### src/tcs_cfg.svh
// Constants of the timing channel scheduler
`ifndef TCS_CFG_SVH
`define TCS_CFG_SVH
`define TCS_NCH         16
`define TCS_CHW         4
`define TCS_TBW         16
`define TCS_NPAR        8
`define TCS_PARW        3
`define TCS_PRAMW       7
`define TCS_UAW         9
`define TCS_UDW         32
`define TCS_FNW         4
`define TCS_STW         5
`define TCS_PRIW        2
`define TCS_TB1_BASE    2'h3
`define TCS_SLOT_LAST   3'h6
`define TCS_PRI_OFF     2'h0
`define TCS_PRI_LOW     2'h1
`define TCS_PRI_MID     2'h2
`define TCS_PRI_HIGH    2'h3
`define TCS_PIN_HOLD    2'h0
`define TCS_PIN_HIGH    2'h1
`define TCS_PIN_LOW     2'h2
`define TCS_PIN_TGL     2'h3
`define TCS_FN_CAPTURE  4'h1
`endif

### src/tcs_pkg.sv
// Types shared by the timing channel scheduler modules
`include "tcs_cfg.svh"
package tcs_pkg;
   typedef enum logic [1:0] {TCS_IDLE, TCS_FETCH, TCS_EXEC, TCS_WRB} tcs_eng_t;
   typedef struct packed {
      logic                  fin;
      logic                  irq;
      logic                  link;
      logic [`TCS_CHW-1:0]   link_ch;
      logic                  chg;
      logic [`TCS_CHW-1:0]   chg_ch;
      logic [`TCS_PARW-1:0]  par_idx;
      logic [1:0]            pin_act;
      logic                  tb_sel;
      logic                  cap_en;
      logic                  arm;
      logic [11:0]           spare;
   } tcs_uword_t;
   typedef struct packed {
      logic [`TCS_TBW-1:0]   evt;
      logic [`TCS_TBW-1:0]   cap;
      logic                  armed;
      logic                  pin;
      logic                  pin_oe;
      logic                  pin_d;
      logic [1:0]            pin_act;
      logic                  tb_sel;
      logic                  cap_en;
      logic                  req;
   } tcs_chan_t;
   typedef struct packed {
      logic [`TCS_NCH-1:0]   pin_s1;
      logic [`TCS_NCH-1:0]   pin_s2;
      logic                  tb2_s1;
      logic                  tb2_s2;
      logic                  tb2_s3;
      logic [1:0]            div;
      logic [2:0]            psc1;
      logic [2:0]            psc2;
      logic [`TCS_TBW-1:0]   tb1;
      logic [`TCS_TBW-1:0]   tb2;
      tcs_eng_t              eng;
      logic [`TCS_CHW-1:0]   ch;
      logic [`TCS_STW-1:0]   step;
      tcs_uword_t            uw;
      logic [`TCS_TBW-1:0]   par;
      logic [2:0]            slot;
      logic [2:0][`TCS_CHW-1:0] rr;
      logic [`TCS_NCH-1:0]   irq;
      logic [`TCS_UAW-1:0]   uaddr;
      logic                  urd;
      logic                  lock;
      logic [`TCS_NCH-1:0]   svc;
      logic [`TCS_NCH-1:0]   link;
      logic [`TCS_NCH-1:0]   w_en;
      logic [`TCS_TBW-1:0]   w_evt;
      tcs_uword_t            w_uw;
      logic [`TCS_TBW-1:0]   hrd;
   } tcs_top_t;
endpackage

### src/tcs_chan_if.sv
// Engine to channel carrier of the timing channel scheduler
`timescale 1ns/1ps
`include "tcs_cfg.svh"
interface tcs_chan_if;
   logic                wr;
   logic [`TCS_TBW-1:0] evt_w;
   logic                arm;
   logic [1:0]          pin_act;
   logic                tb_sel;
   logic                cap_en;
   logic                link_set;
   logic                svc_clr;
   logic                req;
   logic [`TCS_TBW-1:0] evt_q;
   logic [`TCS_TBW-1:0] cap_q;
   logic                pin;
   logic                pin_oe;
   modport chan (input wr, evt_w, arm, pin_act, tb_sel, cap_en, link_set, svc_clr,
                 output req, evt_q, cap_q, pin, pin_oe);
   modport eng  (output wr, evt_w, arm, pin_act, tb_sel, cap_en, link_set, svc_clr,
                 input req, evt_q, cap_q, pin, pin_oe);
endinterface

### src/tcs_channel.sv
// One timing channel: event register, capture register and pin control
`timescale 1ns/1ps
`include "tcs_cfg.svh"
module tcs_channel
   import tcs_pkg::*;
(
   input  wire logic                sys_clk_i,
   input  wire logic                sys_rst_i,
   input  wire logic [`TCS_TBW-1:0] tb1_i,
   input  wire logic [`TCS_TBW-1:0] tb2_i,
   input  wire logic                pin_i,
   tcs_chan_if.chan                 cif
);
   tcs_chan_t           s_r;
   tcs_chan_t           s_nxt;
   logic [`TCS_TBW-1:0] tb;
   // Armed on a zero event at reset: the host has no other way to start a channel,
   // so every channel asks for its first service as soon as reset lets go
   localparam tcs_chan_t CH_RST = '{armed: 1'b1, default: '0};

   assign tb = s_r.tb_sel ? tb2_i : tb1_i;
   assign cif.req    = s_r.req;
   assign cif.evt_q  = s_r.evt;
   assign cif.cap_q  = s_r.cap;
   assign cif.pin    = s_r.pin;
   assign cif.pin_oe = s_r.pin_oe;

   always_comb begin
      s_nxt = s_r;
      s_nxt.pin_d = pin_i;
      if (cif.svc_clr) begin
         s_nxt.req = 1'b0;
      end
      // Private comparator, so every channel can match in the same cycle
      if (s_r.armed && tb == s_r.evt) begin
         s_nxt.armed = 1'b0;
         s_nxt.req   = 1'b1;
         unique case (s_r.pin_act)
            `TCS_PIN_HIGH: s_nxt.pin = 1'b1;
            `TCS_PIN_LOW:  s_nxt.pin = 1'b0;
            `TCS_PIN_TGL:  s_nxt.pin = ~s_r.pin;
            `TCS_PIN_HOLD: s_nxt.pin = s_r.pin;
         endcase
      end
      if (s_r.cap_en && pin_i != s_r.pin_d) begin
         s_nxt.cap = tb;
         s_nxt.req = 1'b1;
      end
      if (cif.wr) begin
         s_nxt.evt     = cif.evt_w;
         s_nxt.armed   = cif.arm;
         s_nxt.pin_act = cif.pin_act;
         s_nxt.tb_sel  = cif.tb_sel;
         s_nxt.cap_en  = cif.cap_en;
         s_nxt.pin_oe  = ~cif.cap_en;
      end
      if (cif.link_set) begin
         s_nxt.req = 1'b1;
      end
   end

   always_ff @(posedge sys_clk_i or posedge sys_rst_i) begin
      if (sys_rst_i) begin
         s_r <= CH_RST;
      end else begin
         s_r <= s_nxt;
      end
   end

   AST_MATCH_REQ: assert property (@(posedge sys_clk_i) disable iff (sys_rst_i)
      s_r.armed && tb == s_r.evt |=> s_r.req)
      else $error("match did not raise a request");
   AST_MATCH_PIN: assert property (@(posedge sys_clk_i) disable iff (sys_rst_i)
      s_r.armed && tb == s_r.evt && s_r.pin_act == `TCS_PIN_LOW && !cif.wr |=> !s_r.pin)
      else $error("match did not drive the pin low");
   AST_CAPTURE: assert property (@(posedge sys_clk_i) disable iff (sys_rst_i)
      s_r.cap_en && pin_i != s_r.pin_d |=> s_r.cap == $past(tb))
      else $error("capture register missed the time base");
   AST_REQ_HOLD: assert property (@(posedge sys_clk_i) disable iff (sys_rst_i)
      s_r.req && !cif.svc_clr |=> s_r.req)
      else $error("pending request dropped before service");
endmodule

### src/tcs_timing_channel_scheduler.sv
// Timing channel scheduler: time bases, channels, priority scheduler, microengine
`timescale 1ns/1ps
`include "tcs_cfg.svh"
module tcs_timing_channel_scheduler
   import tcs_pkg::*;
#(
   parameter int NCH = `TCS_NCH
)(
   input  wire logic                          sys_clk_i,
   input  wire logic                          sys_rst_i,
   input  wire logic [NCH-1:0]                ch_pin_i,
   output logic      [NCH-1:0]                ch_pin_o,
   output logic      [NCH-1:0]                ch_pin_oe_o,
   input  wire logic                          tb2_pin_i,
   input  wire logic [1:0]                    tb1_psc_i,
   input  wire logic [1:0]                    tb2_psc_i,
   input  wire logic [NCH*`TCS_PRIW-1:0]      ch_prio_i,
   input  wire logic [NCH*`TCS_FNW-1:0]       ch_func_i,
   input  wire logic [NCH-1:0]                ch_irq_en_i,
   input  wire logic [NCH-1:0]                irq_clr_i,
   output logic      [NCH-1:0]                ch_irq_o,
   input  wire logic                          hpar_we_i,
   input  wire logic [`TCS_PRAMW-1:0]         hpar_addr_i,
   input  wire logic [`TCS_TBW-1:0]           hpar_wdata_i,
   output logic      [`TCS_TBW-1:0]           hpar_rdata_o,
   input  wire logic                          emu_mode_i,
   output logic      [`TCS_UAW-1:0]           emu_addr_o,
   output logic                               emu_rd_o,
   input  wire logic [`TCS_UDW-1:0]           emu_data_i,
   output logic                               emu_bus_lock_o
);
   tcs_top_t                 s_r;
   tcs_top_t                 s_nxt;
   logic [`TCS_TBW-1:0]      pram [0:NCH*`TCS_NPAR-1];
   logic [NCH-1:0]           req_v;
   logic [NCH-1:0]           mask_h;
   logic [NCH-1:0]           mask_m;
   logic [NCH-1:0]           mask_l;
   logic [`TCS_TBW-1:0]      evt_v [0:NCH-1];
   logic [4:0]               pick_h;
   logic [4:0]               pick_m;
   logic [4:0]               pick_l;
   logic [4:0]               sel;
   logic [1:0]               sel_lvl;
   logic [`TCS_CHW-1:0]      tgt;

   ////////////////////////////////////////////////////////////////////////////////
   // Channels

   generate
      for (genvar g = 0; g < NCH; g++) begin : g_ch
         tcs_chan_if cif ();
         // Every channel is the same module, so any function runs anywhere
         tcs_channel u_ch (
            .sys_clk_i (sys_clk_i),
            .sys_rst_i (sys_rst_i),
            .tb1_i     (s_r.tb1),
            .tb2_i     (s_r.tb2),
            .pin_i     (s_r.pin_s2[g]),
            .cif       (cif)
         );
         assign cif.wr       = s_r.w_en[g];
         assign cif.evt_w    = s_r.w_evt;
         assign cif.arm      = s_r.w_uw.arm;
         assign cif.pin_act  = s_r.w_uw.pin_act;
         assign cif.tb_sel   = s_r.w_uw.tb_sel;
         assign cif.cap_en   = s_r.w_uw.cap_en;
         assign cif.link_set = s_r.link[g];
         assign cif.svc_clr  = s_r.svc[g];
         assign req_v[g]     = cif.req;
         assign evt_v[g]     = cif.evt_q;
         assign ch_pin_o[g]    = cif.pin;
         assign ch_pin_oe_o[g] = cif.pin_oe;
         assign mask_h[g] = cif.req && ch_prio_i[g*`TCS_PRIW +: `TCS_PRIW] == `TCS_PRI_HIGH;
         assign mask_m[g] = cif.req && ch_prio_i[g*`TCS_PRIW +: `TCS_PRIW] == `TCS_PRI_MID;
         assign mask_l[g] = cif.req && ch_prio_i[g*`TCS_PRIW +: `TCS_PRIW] == `TCS_PRI_LOW;
      end
   endgenerate

   assign ch_irq_o       = s_r.irq;
   assign emu_addr_o     = s_r.uaddr;
   assign emu_rd_o       = s_r.urd;
   assign emu_bus_lock_o = s_r.lock;
   assign hpar_rdata_o   = s_r.hrd;

   ////////////////////////////////////////////////////////////////////////////////
   // Scheduler helpers

   // Round robin within one level: first request at or after the pointer
   function automatic logic [4:0] tcs_pick(input logic [NCH-1:0] m,
                                           input logic [`TCS_CHW-1:0] p);
      logic [4:0]          r;
      logic [`TCS_CHW-1:0] k;
      r = '0;
      for (int i = NCH - 1; i >= 0; i--) begin
         k = p + `TCS_CHW'(i);
         if (m[k]) begin
            r = {1'b1, k};
         end
      end
      return r;
   endfunction

   // Slot wheel H M H L H M H: low level always gets a slot, so no starvation
   function automatic logic [1:0] tcs_slot_lvl(input logic [2:0] sl);
      logic [1:0] l;
      unique case (sl)
         3'h1, 3'h5: l = `TCS_PRI_MID;
         3'h3:       l = `TCS_PRI_LOW;
         default:    l = `TCS_PRI_HIGH;
      endcase
      return l;
   endfunction

   // On-chip control store; two built-in functions, others via emulation
   function automatic tcs_uword_t tcs_rom(input logic [`TCS_UAW-1:0] a);
      tcs_uword_t w;
      w         = '0;
      w.fin     = 1'b1;
      w.irq     = 1'b1;
      w.arm     = 1'b1;
      w.pin_act = `TCS_PIN_TGL;
      if (a[`TCS_UAW-1 -: `TCS_FNW] == `TCS_FN_CAPTURE) begin
         w.arm     = 1'b0;
         w.cap_en  = 1'b1;
         w.pin_act = `TCS_PIN_HOLD;
      end
      return w;
   endfunction

   assign pick_h = tcs_pick(mask_h, s_r.rr[0]);
   assign pick_m = tcs_pick(mask_m, s_r.rr[1]);
   assign pick_l = tcs_pick(mask_l, s_r.rr[2]);
   assign tgt    = s_r.uw.chg ? s_r.uw.chg_ch : s_r.ch;

   always_comb begin
      sel     = '0;
      sel_lvl = `TCS_PRI_OFF;
      if (tcs_slot_lvl(s_r.slot) == `TCS_PRI_MID && pick_m[4]) begin
         sel     = pick_m;
         sel_lvl = `TCS_PRI_MID;
      end else if (tcs_slot_lvl(s_r.slot) == `TCS_PRI_LOW && pick_l[4]) begin
         sel     = pick_l;
         sel_lvl = `TCS_PRI_LOW;
      end else if (pick_h[4]) begin
         sel     = pick_h;
         sel_lvl = `TCS_PRI_HIGH;
      end else if (pick_m[4]) begin
         sel     = pick_m;
         sel_lvl = `TCS_PRI_MID;
      end else if (pick_l[4]) begin
         sel     = pick_l;
         sel_lvl = `TCS_PRI_LOW;
      end
   end

   ////////////////////////////////////////////////////////////////////////////////
   // Parameter RAM: host port and engine port

   always_ff @(posedge sys_clk_i) begin
      if (hpar_we_i) begin
         pram[hpar_addr_i] <= hpar_wdata_i;
      end
   end

   ////////////////////////////////////////////////////////////////////////////////
   // Next state

   always_comb begin
      s_nxt        = s_r;
      s_nxt.pin_s1 = ch_pin_i;
      s_nxt.pin_s2 = s_r.pin_s1;
      s_nxt.tb2_s1 = tb2_pin_i;
      s_nxt.tb2_s2 = s_r.tb2_s1;
      s_nxt.tb2_s3 = s_r.tb2_s2;
      s_nxt.svc    = '0;
      s_nxt.link   = '0;
      s_nxt.w_en   = '0;
      s_nxt.urd    = 1'b0;
      s_nxt.lock   = emu_mode_i;
      s_nxt.hrd    = pram[hpar_addr_i];
      // First time base: clock divided by four, then the prescaler
      s_nxt.div = s_r.div + 2'h1;
      if (s_r.div == `TCS_TB1_BASE) begin
         if (s_r.psc1 >= (3'h1 << tb1_psc_i) - 3'h1) begin
            s_nxt.psc1 = '0;
            s_nxt.tb1  = s_r.tb1 + `TCS_TBW'(1);
         end else begin
            s_nxt.psc1 = s_r.psc1 + 3'h1;
         end
      end
      // Second time base counts rising edges of its pin
      if (s_r.tb2_s2 && !s_r.tb2_s3) begin
         if (s_r.psc2 >= (3'h1 << tb2_psc_i) - 3'h1) begin
            s_nxt.psc2 = '0;
            s_nxt.tb2  = s_r.tb2 + `TCS_TBW'(1);
         end else begin
            s_nxt.psc2 = s_r.psc2 + 3'h1;
         end
      end
      s_nxt.irq = s_r.irq & ~irq_clr_i;
      unique case (s_r.eng)
         TCS_IDLE: begin
            if (sel[4]) begin
               s_nxt.ch    = sel[`TCS_CHW-1:0];
               s_nxt.step  = '0;
               s_nxt.uaddr = {ch_func_i[{sel[`TCS_CHW-1:0], 2'h0} +: `TCS_FNW],
                              `TCS_STW'(0)};
               s_nxt.urd   = 1'b1;
               s_nxt.svc[sel[`TCS_CHW-1:0]] = 1'b1;
               s_nxt.slot  = (s_r.slot == `TCS_SLOT_LAST) ? 3'h0 : s_r.slot + 3'h1;
               unique case (sel_lvl)
                  `TCS_PRI_MID: s_nxt.rr[1] = sel[`TCS_CHW-1:0] + `TCS_CHW'(1);
                  `TCS_PRI_LOW: s_nxt.rr[2] = sel[`TCS_CHW-1:0] + `TCS_CHW'(1);
                  default:      s_nxt.rr[0] = sel[`TCS_CHW-1:0] + `TCS_CHW'(1);
               endcase
               s_nxt.eng = TCS_FETCH;
            end
         end
         TCS_FETCH: begin
            // Same one-cycle fetch from either store keeps emulation exact
            s_nxt.uw  = emu_mode_i ? tcs_uword_t'(emu_data_i) : tcs_rom(s_r.uaddr);
            s_nxt.eng = TCS_EXEC;
         end
         TCS_EXEC: begin
            s_nxt.par = pram[{tgt, s_r.uw.par_idx}];
            s_nxt.eng = TCS_WRB;
         end
         TCS_WRB: begin
            s_nxt.w_en[tgt] = 1'b1;
            s_nxt.w_uw      = s_r.uw;
            s_nxt.w_evt     = s_r.uw.arm ? evt_v[tgt] + s_r.par : evt_v[tgt];
            if (s_r.uw.link) begin
               s_nxt.link[s_r.uw.link_ch] = 1'b1;
            end
            if (s_r.uw.fin) begin
               if (s_r.uw.irq && ch_irq_en_i[s_r.ch]) begin
                  s_nxt.irq[s_r.ch] = 1'b1;
               end
               s_nxt.eng = TCS_IDLE;
            end else begin
               s_nxt.step  = s_r.step + `TCS_STW'(1);
               s_nxt.uaddr = {s_r.uaddr[`TCS_UAW-1 -: `TCS_FNW], s_r.step + `TCS_STW'(1)};
               s_nxt.urd   = 1'b1;
               s_nxt.eng   = TCS_FETCH;
            end
         end
      endcase
   end

   always_ff @(posedge sys_clk_i or posedge sys_rst_i) begin
      if (sys_rst_i) begin
         s_r <= '0;
      end else begin
         s_r <= s_nxt;
      end
   end

   ////////////////////////////////////////////////////////////////////////////////
   // Checks

   AST_IDLE_START: assert property (@(posedge sys_clk_i) disable iff (sys_rst_i)
      s_r.eng == TCS_IDLE && |(mask_h | mask_m | mask_l)
      |=> s_r.eng == TCS_FETCH && s_r.svc[s_r.ch])
      else $error("idle engine did not start on a pending request");
   AST_NO_PREEMPT: assert property (@(posedge sys_clk_i) disable iff (sys_rst_i)
      s_r.eng != TCS_IDLE && !(s_r.eng == TCS_WRB && s_r.uw.fin) |=> $stable(s_r.ch))
      else $error("running sequence was preempted");
   AST_IRQ_GATE: assert property (@(posedge sys_clk_i) disable iff (sys_rst_i)
      (ch_irq_o & ~$past(ch_irq_o)) != '0
      |-> $past(s_r.eng == TCS_WRB)
          && (ch_irq_o & ~$past(ch_irq_o) & ~$past(ch_irq_en_i)) == '0)
      else $error("interrupt raised without enable or end of service");
   AST_FETCH_TIME: assert property (@(posedge sys_clk_i) disable iff (sys_rst_i)
      emu_rd_o |-> s_r.eng == TCS_FETCH ##1 s_r.eng == TCS_EXEC ##1 s_r.eng == TCS_WRB)
      else $error("fetch timing broke");
   AST_TB1_STEP: assert property (@(posedge sys_clk_i) disable iff (sys_rst_i)
      s_r.tb1 != $past(s_r.tb1) |-> $past(s_r.div) == `TCS_TB1_BASE)
      else $error("first time base stepped off the divided clock");
endmodule

### config.mk
export PLATFORM = sky130hd
export DESIGN_NAME = tcs_timing_channel_scheduler
export DESIGN_NICKNAME = d
export VERILOG_FILES = /design/src/tcs_pkg.sv /design/src/tcs_chan_if.sv /design/src/tcs_channel.sv /design/src/tcs_timing_channel_scheduler.sv
export VERILOG_INCLUDE_DIRS = /design/src
export SDC_FILE = /design/constraint.sdc
export NUM_CORES = 2
export LEC_CHECK = 0
export BUFFER_PORTS_ARGS = -buffer_cell sky130_fd_sc_hd__buf_2
export CELL_PAD_IN_SITES_DETAIL_PLACEMENT = 1
export CELL_PAD_IN_SITES_GLOBAL_PLACEMENT = 2
export CORE_MARGIN = 8
export CORE_UTILIZATION = 47
export CTS_CLUSTER_SIZE = 24
export DETAILED_ROUTE_END_ITERATION = 7
export HOLD_SLACK_MARGIN = 0.1
export PLACE_DENSITY = 0.83
export SETUP_SLACK_MARGIN = 0.4
export SYNTH_ARGS = -nofsm -noshare
export SYNTH_HDL_FRONTEND = slang
export SYNTH_SLANG_ARGS = --single-unit
### constraint.sdc
create_clock -name sys_clk_i -period 24.8 [get_ports sys_clk_i]
set_input_delay 1.24 -clock sys_clk_i [delete_from_list [all_inputs] [get_ports sys_clk_i]]
set_output_delay 1.24 -clock sys_clk_i [all_outputs]
set_load 0.05 [all_outputs]
# Yosys cells after proc, flatten, opt, wreduce, memory -nomap -nowiden
# Memories as Yosys holds them, arrays and structs flattened. A register that Yosys moved wholly into a read port is not among the register bits.
# Cells that the tools add are included.
dict set report word_totals {
  regBits 656
  latchBits 0
  ram_bits 2048
  out_inout_bits 75
  mem_count 1
  romBits 0
  elab_cells 982
  inputBits 208
}
dict set report classes {
  magnitude_cmp 59
  n_addsub 56
  n_mul 0
  reduce_logical 165
  n_eq_ne 143
  shifts 3
  bitwise 39
  mux 322
  n_div 0
}
# name words word_bits rd rd_ports_with_merged_regs write_ports line_no
set mem_list {}
lappend mem_list {pram 128 16 2 2 1 tcs_timing_channel_scheduler.sv:34} ;# logic [`TCS_TBW-1:0] pram [0:NCH*`TCS_NPAR-1];
# operator count
set ops {}
lappend ops {{16-bit two-way mux} 25}
lappend ops {{5-bit two-way mux} 54}
lappend ops {{4-bit by 5-bit < comparator with 1-bit output (second input constant)} 52}
lappend ops {{16-bit equality test} 16}
lappend ops {{1-bit binary-select mux with 4-bit select} 49}
lappend ops {{2-bit equality test (second input constant)} 69}
lappend ops {{1-bit two-way mux} 137}
lappend ops {{4-bit adder (second input constant)} 24}
lappend ops {{1-bit logical AND} 88}
lappend ops {{80-bit two-way mux} 1}
lappend ops {{2-bit by 1-bit equality test with 1-bit output (second input constant)} 35}
lappend ops {{16-bit binary-select mux with 4-bit select} 1}
lappend ops {{4-bit nonzero test} 16}
lappend ops {{64-bit by 7-bit indexed part select with 4-bit output} 1}
lappend ops {{4-bit by 3-bit adder with 4-bit output (second input constant)} 12}
lappend ops {{1-bit case mux with 3 select lines} 16}
lappend ops {{2-bit two-way mux} 23}
lappend ops {{2-bit AND reduction} 19}
lappend ops {{1-bit NOT} 35}
lappend ops {{2-bit zero test} 17}
lappend ops {{2-bit nonzero test} 17}
lappend ops {{16-bit by 1-bit adder with 16-bit output (second input constant)} 2}
lappend ops {{32-bit two-way mux} 1}
lappend ops {{4-bit by 2-bit adder with 4-bit output (second input constant)} 6}
lappend ops {{other kinds (33)} 71}

# Depth between registers and ports, before layout
dict set report depth {
  depth_word 32
  depth_mapped 25
  mapped_depth_nobuf 22
}

# Hierarchy
# A second synthesis with hierarchy kept.
dict set report hier_totals {
  hier_cells 10610
  hier_area_um2 145902.4
}
# module cells_per_inst area_each_um2 seq_area_each_um2 instances
set modules_own_cells {}
lappend modules_own_cells {tcs_timing_channel_scheduler 7634 112250.2 67730.0 1}
lappend modules_own_cells {tcs_channel 186 2103.3 1027.2 16}

# Worst setup path before layout
# OpenSTA, ideal clock, no wires.
dict set report synth_path {
  path_kind {register to register}
  from {register s_r[139] (netlist name)}
  to {register s_r, in the netlist emu_addr_o[7]}
  t_required_ns 24.668
  setup_slack_ns 19.217
  arrival_ns 5.450
  path_buffers 6
  setup_ns 0.132
  synth_period_minus_slack_ns 5.583
  path_stages_with_launch 21
  path_cell_list {dfrtp_1 > clkinv_1 > buf_1 > clkbuf_1 > ha_1 > xor2_2 > buf_2 > mux4_2 > mux4_2 > nor4_1 > and4_1 > buf_2 > o21ai_1 > a221o_1 > o311a_1 > buf_2 > buf_2 > a21oi_1 > a22oi_1 > a221oi_2 > o211ai_1}
}
dict set report synth_via {
  elab_chain_len 25
  elab_cells_between_ends 70
  classes_between {add/sub (15); shift (1); mux (53); reduce/logical (1)}
}
# element line_no
set synth_lines {}
lappend synth_lines {{start, declared} tcs_timing_channel_scheduler.sv:32} ;# tcs_top_t s_r;
lappend synth_lines {{start signal, assigned} tcs_timing_channel_scheduler.sv:255} ;# s_r <= s_nxt;
lappend synth_lines {{4-bit adder} tcs_timing_channel_scheduler.sv:96} ;# k = p + `TCS_CHW'(i);
lappend synth_lines {{1-bit binary-select mux with 4-bit select} tcs_timing_channel_scheduler.sv:97} ;# if (m[k]) begin
lappend synth_lines {{1-bit two-way mux (implied by the code)} tcs_timing_channel_scheduler.sv:97}
lappend synth_lines {{5-bit two-way mux (15 in a row)} tcs_timing_channel_scheduler.sv:97}
lappend synth_lines {{5-bit two-way mux (*)} tcs_timing_channel_scheduler.sv:97}
lappend synth_lines {{5-bit two-way mux (*)} tcs_timing_channel_scheduler.sv:145} ;# end else if (pick_h[4]) begin
lappend synth_lines {{5-bit two-way mux (*)} tcs_timing_channel_scheduler.sv:142} ;# end else if (tcs_slot_lvl(s_r.slot) == `TCS_PRI_LOW && pick_l[4]) begin
lappend synth_lines {{5-bit two-way mux (*)} tcs_timing_channel_scheduler.sv:139} ;# if (tcs_slot_lvl(s_r.slot) == `TCS_PRI_MID && pick_m[4]) begin
lappend synth_lines {{64-bit by 7-bit indexed part select with 4-bit output} tcs_timing_channel_scheduler.sv:207} ;# s_nxt.uaddr = {ch_func_i[{sel[`TCS_CHW-1:0], 2'h0} +: `TCS_FNW],
lappend synth_lines {{10-bit two-way mux} tcs_timing_channel_scheduler.sv:204} ;# if (sel[4]) begin
lappend synth_lines {{10-bit case mux with 2 select lines} tcs_timing_channel_scheduler.sv:202} ;# unique case (s_r.eng)
# Every way passes the cells marked *; elsewhere a longest branch is shown, timed or not. The select of a mux whose other input is x is not followed.
# A chain may end at the register's enable or synchronous reset.

# Final worst setup path
dict set report layout_path {
  from {register s_r[143] (netlist name)}
  to {register s_r, in the netlist emu_addr_o[5]}
}
dict set report layout_via {
  elab_chain_len 26
  elab_cells_between_ends 72
  classes_between {add/sub (15); shift (1); mux (54); reduce/logical (2)}
}
# element line_no
set layout_lines {}
lappend layout_lines {{4-bit adder} tcs_timing_channel_scheduler.sv:96}
lappend layout_lines {{1-bit binary-select mux with 4-bit select} tcs_timing_channel_scheduler.sv:97}
lappend layout_lines {{1-bit two-way mux (implied by the code)} tcs_timing_channel_scheduler.sv:97}
lappend layout_lines {{5-bit two-way mux (15 in a row)} tcs_timing_channel_scheduler.sv:97}
lappend layout_lines {{5-bit two-way mux (*)} tcs_timing_channel_scheduler.sv:97}
lappend layout_lines {{5-bit two-way mux} tcs_timing_channel_scheduler.sv:148} ;# end else if (pick_m[4]) begin
lappend layout_lines {{5-bit two-way mux} tcs_timing_channel_scheduler.sv:145}
lappend layout_lines {{5-bit two-way mux} tcs_timing_channel_scheduler.sv:142}
lappend layout_lines {{5-bit two-way mux (*)} tcs_timing_channel_scheduler.sv:139}
lappend layout_lines {{64-bit by 7-bit indexed part select with 4-bit output} tcs_timing_channel_scheduler.sv:207}
lappend layout_lines {{10-bit two-way mux} tcs_timing_channel_scheduler.sv:204}
lappend layout_lines {{10-bit case mux with 2 select lines} tcs_timing_channel_scheduler.sv:202}
# Marks and branches as above.

==> flow_metrics.py <==
metrics = {
    "route": {
        "routedWlPerCell_um": 38.75,
        "first_pass_iters": 6,
        "drtIter0Drc": 13380,
        "drc": 0,
        "vias_per_cell": 7.246,
        "antenna_left": 0,
        "drt-total-wl_um": 506900,
        "vias": 94780,
    },
    "clocking": {
        "clkLatencyLatePin_ns": 0.91,
        "cts_tree": "yes",
        "clock_sinks": 2697,
        "cts_hold_buf": 0,
        "cts_setup_buffers": 0,
        "htreeDepth": 5,
        "clock_tree.root_cell": "clkbuf_16",
        "cts_buffers": 295,
        "cts.clk_slew.worst_paths_ns": 0.06,
        "clockBufferDepth": 4,
        "post_cts_resized": 0,
    },
    "run": {
        "maxCapViolations": 0,
    },
    "finish": {
        "drive_above_1_share_pct": 25.28,
        "fillers": 26790,
        "fin_nets": 9359,
        "layout_commonest_cell": "edfxtp_1",
        "multiInputGateArea_um2": 52080,
        "ff_latch_area_um2": 77780,
        "areaGrowthSynthToFinish_pct": 11.52,
        "final_cell_mix": "edfxtp_1 (2048), mux4_2 (805), a22oi_1 (698)",
    },
    "global_routing": {
        "grt_pass1_wl_um": 718200,
        "antenna_found_initial": 36,
        "grt_pass1_vias": 96700,
        "grt_overflow": 0,
        "grt.total_usage_pct": 32.58,
        "grt_max_degree": 145,
    },
    "timing": {
        "max_slew_margin_pct": 5.827,
        "hold_viol_final": 0,
        "fin_tns_setup_ns": 0,
        "fin_crit_sh_pct": 32.98,
        "clock.fmax_ghz": 0.1223,
        "setup_violations": 0,
        "drv_slew": 0,
        "fin_crit_ns": 8.178,
        "tightest_slew_ns": 1.402,
        "clock_skew_ns": 0.04869,
        "rsz0062_at_grt": "no",
    },
    "power_and_ir_drop": {
        "combPwrFrac_pct": 44.4,
        "internal_power_w": 0.01089,
        "switching_share_pct": 40.32,
        "fin_total_pwr_w": 0.01826,
        "power_frac_seq_pct": 31.8,
        "leakage_nw": 49.96,
        "vdd.ir_drop.worst_v": 0.0001505,
        "power.net_switching_w": 0.007360,
        "clkPwrFrac_pct": 23.8,
        "power_density_nw_per_um2": 122.7,
    },
    "floorplanning": {
        "row_count": 195,
        "die-area_um2": 301000,
        "io_pins": 283,
        "core-area_um2": 282300,
        "die_h_um": 548.7,
        "initial_core_util_pct": 47.24,
        "die_w_um": 548.7,
    },
    "setup_path": {
        "cp.required_ns": 25.55,
        "crit_fanout": 38,
        "crit_arrival_ns": 8.93,
        "crit_start": "s_r[143]",
        "start_kind": "register",
        "cp-end-kind": "register",
        "crit_end": "emu_addr_o[5]",
        "worst-r2r-cell-count": 17,
        "reg2reg_to": "emu_addr_o[5]",
        "r2r_slack_ns": 16.62,
        "timing.rr.start": "s_r[143]",
        "path_class": "register to register",
    },
    "logic_synthesis": {
        "seq_area_frac_synth_pct": 58.31,
        "yosys.area.top_type": "edfxtp_1",
        "async_reset_ff_share_pct": 24.06,
        "syn_area_um2": 133400,
        "synth_area_leaders": "edfxtp_1 (46%), mux4_2 (14%), dfrtp_1 (12%), a22oi_1 (3.9%), mux2i_1 (3.5%)",
        "syn-instance-count": 8969,
        "synth_edf_count": 2048,
        "ys_warn_count": 0,
        "syn_area_per_cell_um2": 14.87,
        "ys_seq_elements": 2697,
        "synth_top_area_share_pct": 46.12,
        "synth_nets": 9238,
        "synth_cell_type_count": 92,
        "synth-main-ff-cell": "edfxtp_1",
    },
    "placement": {
        "dp_hpwl_um": 324000,
        "io_buffer_count": 270,
        "place.gp.congestion": 0.9563,
    },
    "outcome": {
        "status": "finished, final reports clean",
    },
    "worst_hold_path": {
        "hold_path.class": "register to register",
    },
}
==> synthesized netlist by cell type (14+ instances only) <==
cell type  count
a211oi_1      20
a21boi_0      14
a21oi_1      148
a221oi_1     190
a22o_1       191
a22oi_1      698
a311oi_1      18
a31oi_1      170
a41oi_1       20
and2_1        14
and3_1        62
and3b_1       35
buf_1        202
buf_2         28
buf_4         77
clkbuf_1     501
dfrtp_1      633
dfstp_2       16
edfxtp_1    2048
ha_1          60
inv_1        115
mux2_2       349
mux2i_1      469
mux4_2       805
nand2_1      356
nand2b_1      17
nand3_1      104
nand3b_1      40
nand4_1      158
nand4b_1      18
nor2_1       324
nor2b_1       18
nor3_1        72
nor4_1        83
o2111ai_1     30
o211ai_1      39
o21ai_0      155
o22ai_1       88
o311ai_0      22
or3_1         14
xnor2_1      308
xor2_1        45
==> sequential cells by signal, indices dropped and copies added (netlist names), 2 cells and up <==
register / flops
ch_irq_o: 16
emu_addr_o: 9
g_ch.cif.evt_w: 16
g_ch.cif.link_set: 16
g_ch.cif.pin_act: 2
g_ch.cif.svc_clr: 16
g_ch.cif.wr: 16
g_ch.u_ch.cif.evt_q: 256
g_ch.u_ch.cif.pin: 16
g_ch.u_ch.cif.pin_oe: 16
g_ch.u_ch.cif.req: 16
g_ch.u_ch.s_r: 96
hpar_rdata_o: 16
pram: 2048
s_nxt: 18
s_r: 119
==> metrics by stage <==
| stage | std cells | area (um^2) | util [%] | worst slack [ns] | hold WS (ns) |
|---|---|---|---|---|---|
| detailed placement | 12540 | 139300 | 49.35 | 16.69 | 0.3356 |
| global route | 13070 | 148700 | 52.67 | 16.06 | 0.3629 |
| global placement | 12540 | 139300 | 49.35 | 16.84 | 0.3343 |
| finish | 13080 | 148700 | 52.68 | 16.62 | 0.3388 |
| floorplan | 8969 | 133400 | - | 5.402 | 0.3312 |
| CTS | 13060 | 148700 | 52.67 | 16.67 | 0.3447 |
==> layout make-up <==
type	instances	share of cell area (%)
sequential	2697	52.30
inverter	126	0.3281
clock inverter	157	1.018
antenna	20	0.03365
timing repair buffer	634	2.877
multi-input combinational	5336	35.02
tap	3743	3.149
clock buffer	368	5.279
==> logic make-up after synthesis <==
logic type,count (synthesis),synth area share [%]
AOI/OAI and AO/OA,1927,10.62
buffers and inverters,936,2.884
and+or+nand+nor,1367,5.178
muxes,1626,20.09
DFF,2697,58.31
xor gates and xnor gates,355,2.343
adders and majority gates,61,0.5780
==> metal layers <==
layer / global-route usage [%] / part of all wire, % / vias to the layer above
met5: 0 / 0.024 / -
met4: 18.47 / 6.8 / 18
met3: 8.081 / 12 / 1506
met2: 51.25 / 46 / 7222
met1: 41.44 / 35 / 49180
li1: - / - / 36850
==> worst max-delay path: stages (launching register included) <==
cell and delay [ns]:
dfrtp_1 0.33, buf_4 0.41, clkinv_1 0.86, ha_1 1.23, inv_2 0.31, mux4_2 0.38
a211oi_1 0.82, mux2i_1 0.52, o31ai_1 0.33, nand3b_1 0.14, a31o_2 0.16, a31oi_1 0.09
a211oi_4 0.81, inv_2 0.58, mux2i_1 0.24, a22o_1 0.25, a22o_1 0.22, o41ai_2 0.34
==> power groups by stage <==
stage	Clock (W)	Sequential (W)	Combinational, W
2_1_floorplan	0	0.00554	0.00547
3_3_place_gp	0	0.00585	0.00779
3_5_place_dp	0	0.00588	0.00792
4_1_cts	0.00439	0.00579	0.00797
5_1_grt	0.00453	0.00584	0.00849
6_report	0.00435	0.00580	0.00810
==> how the worst min path moves through the flow <==
stage | from | end | slack, ns | cells after the start
floorplan | s_nxt[254] | s_nxt[253] | 0.33 | 0
detailed placement | s_nxt[254] | s_nxt[253] | 0.34 | 0
global placement | s_nxt[254] | s_nxt[253] | 0.33 | 0
CTS | s_nxt[258] | s_r[258] | 0.34 | 0
finish | s_nxt[258] | s_r[258] | 0.34 | 0
global route | s_nxt[258] | s_r[258] | 0.36 | 0
Power figures use the tool's default switching activity.
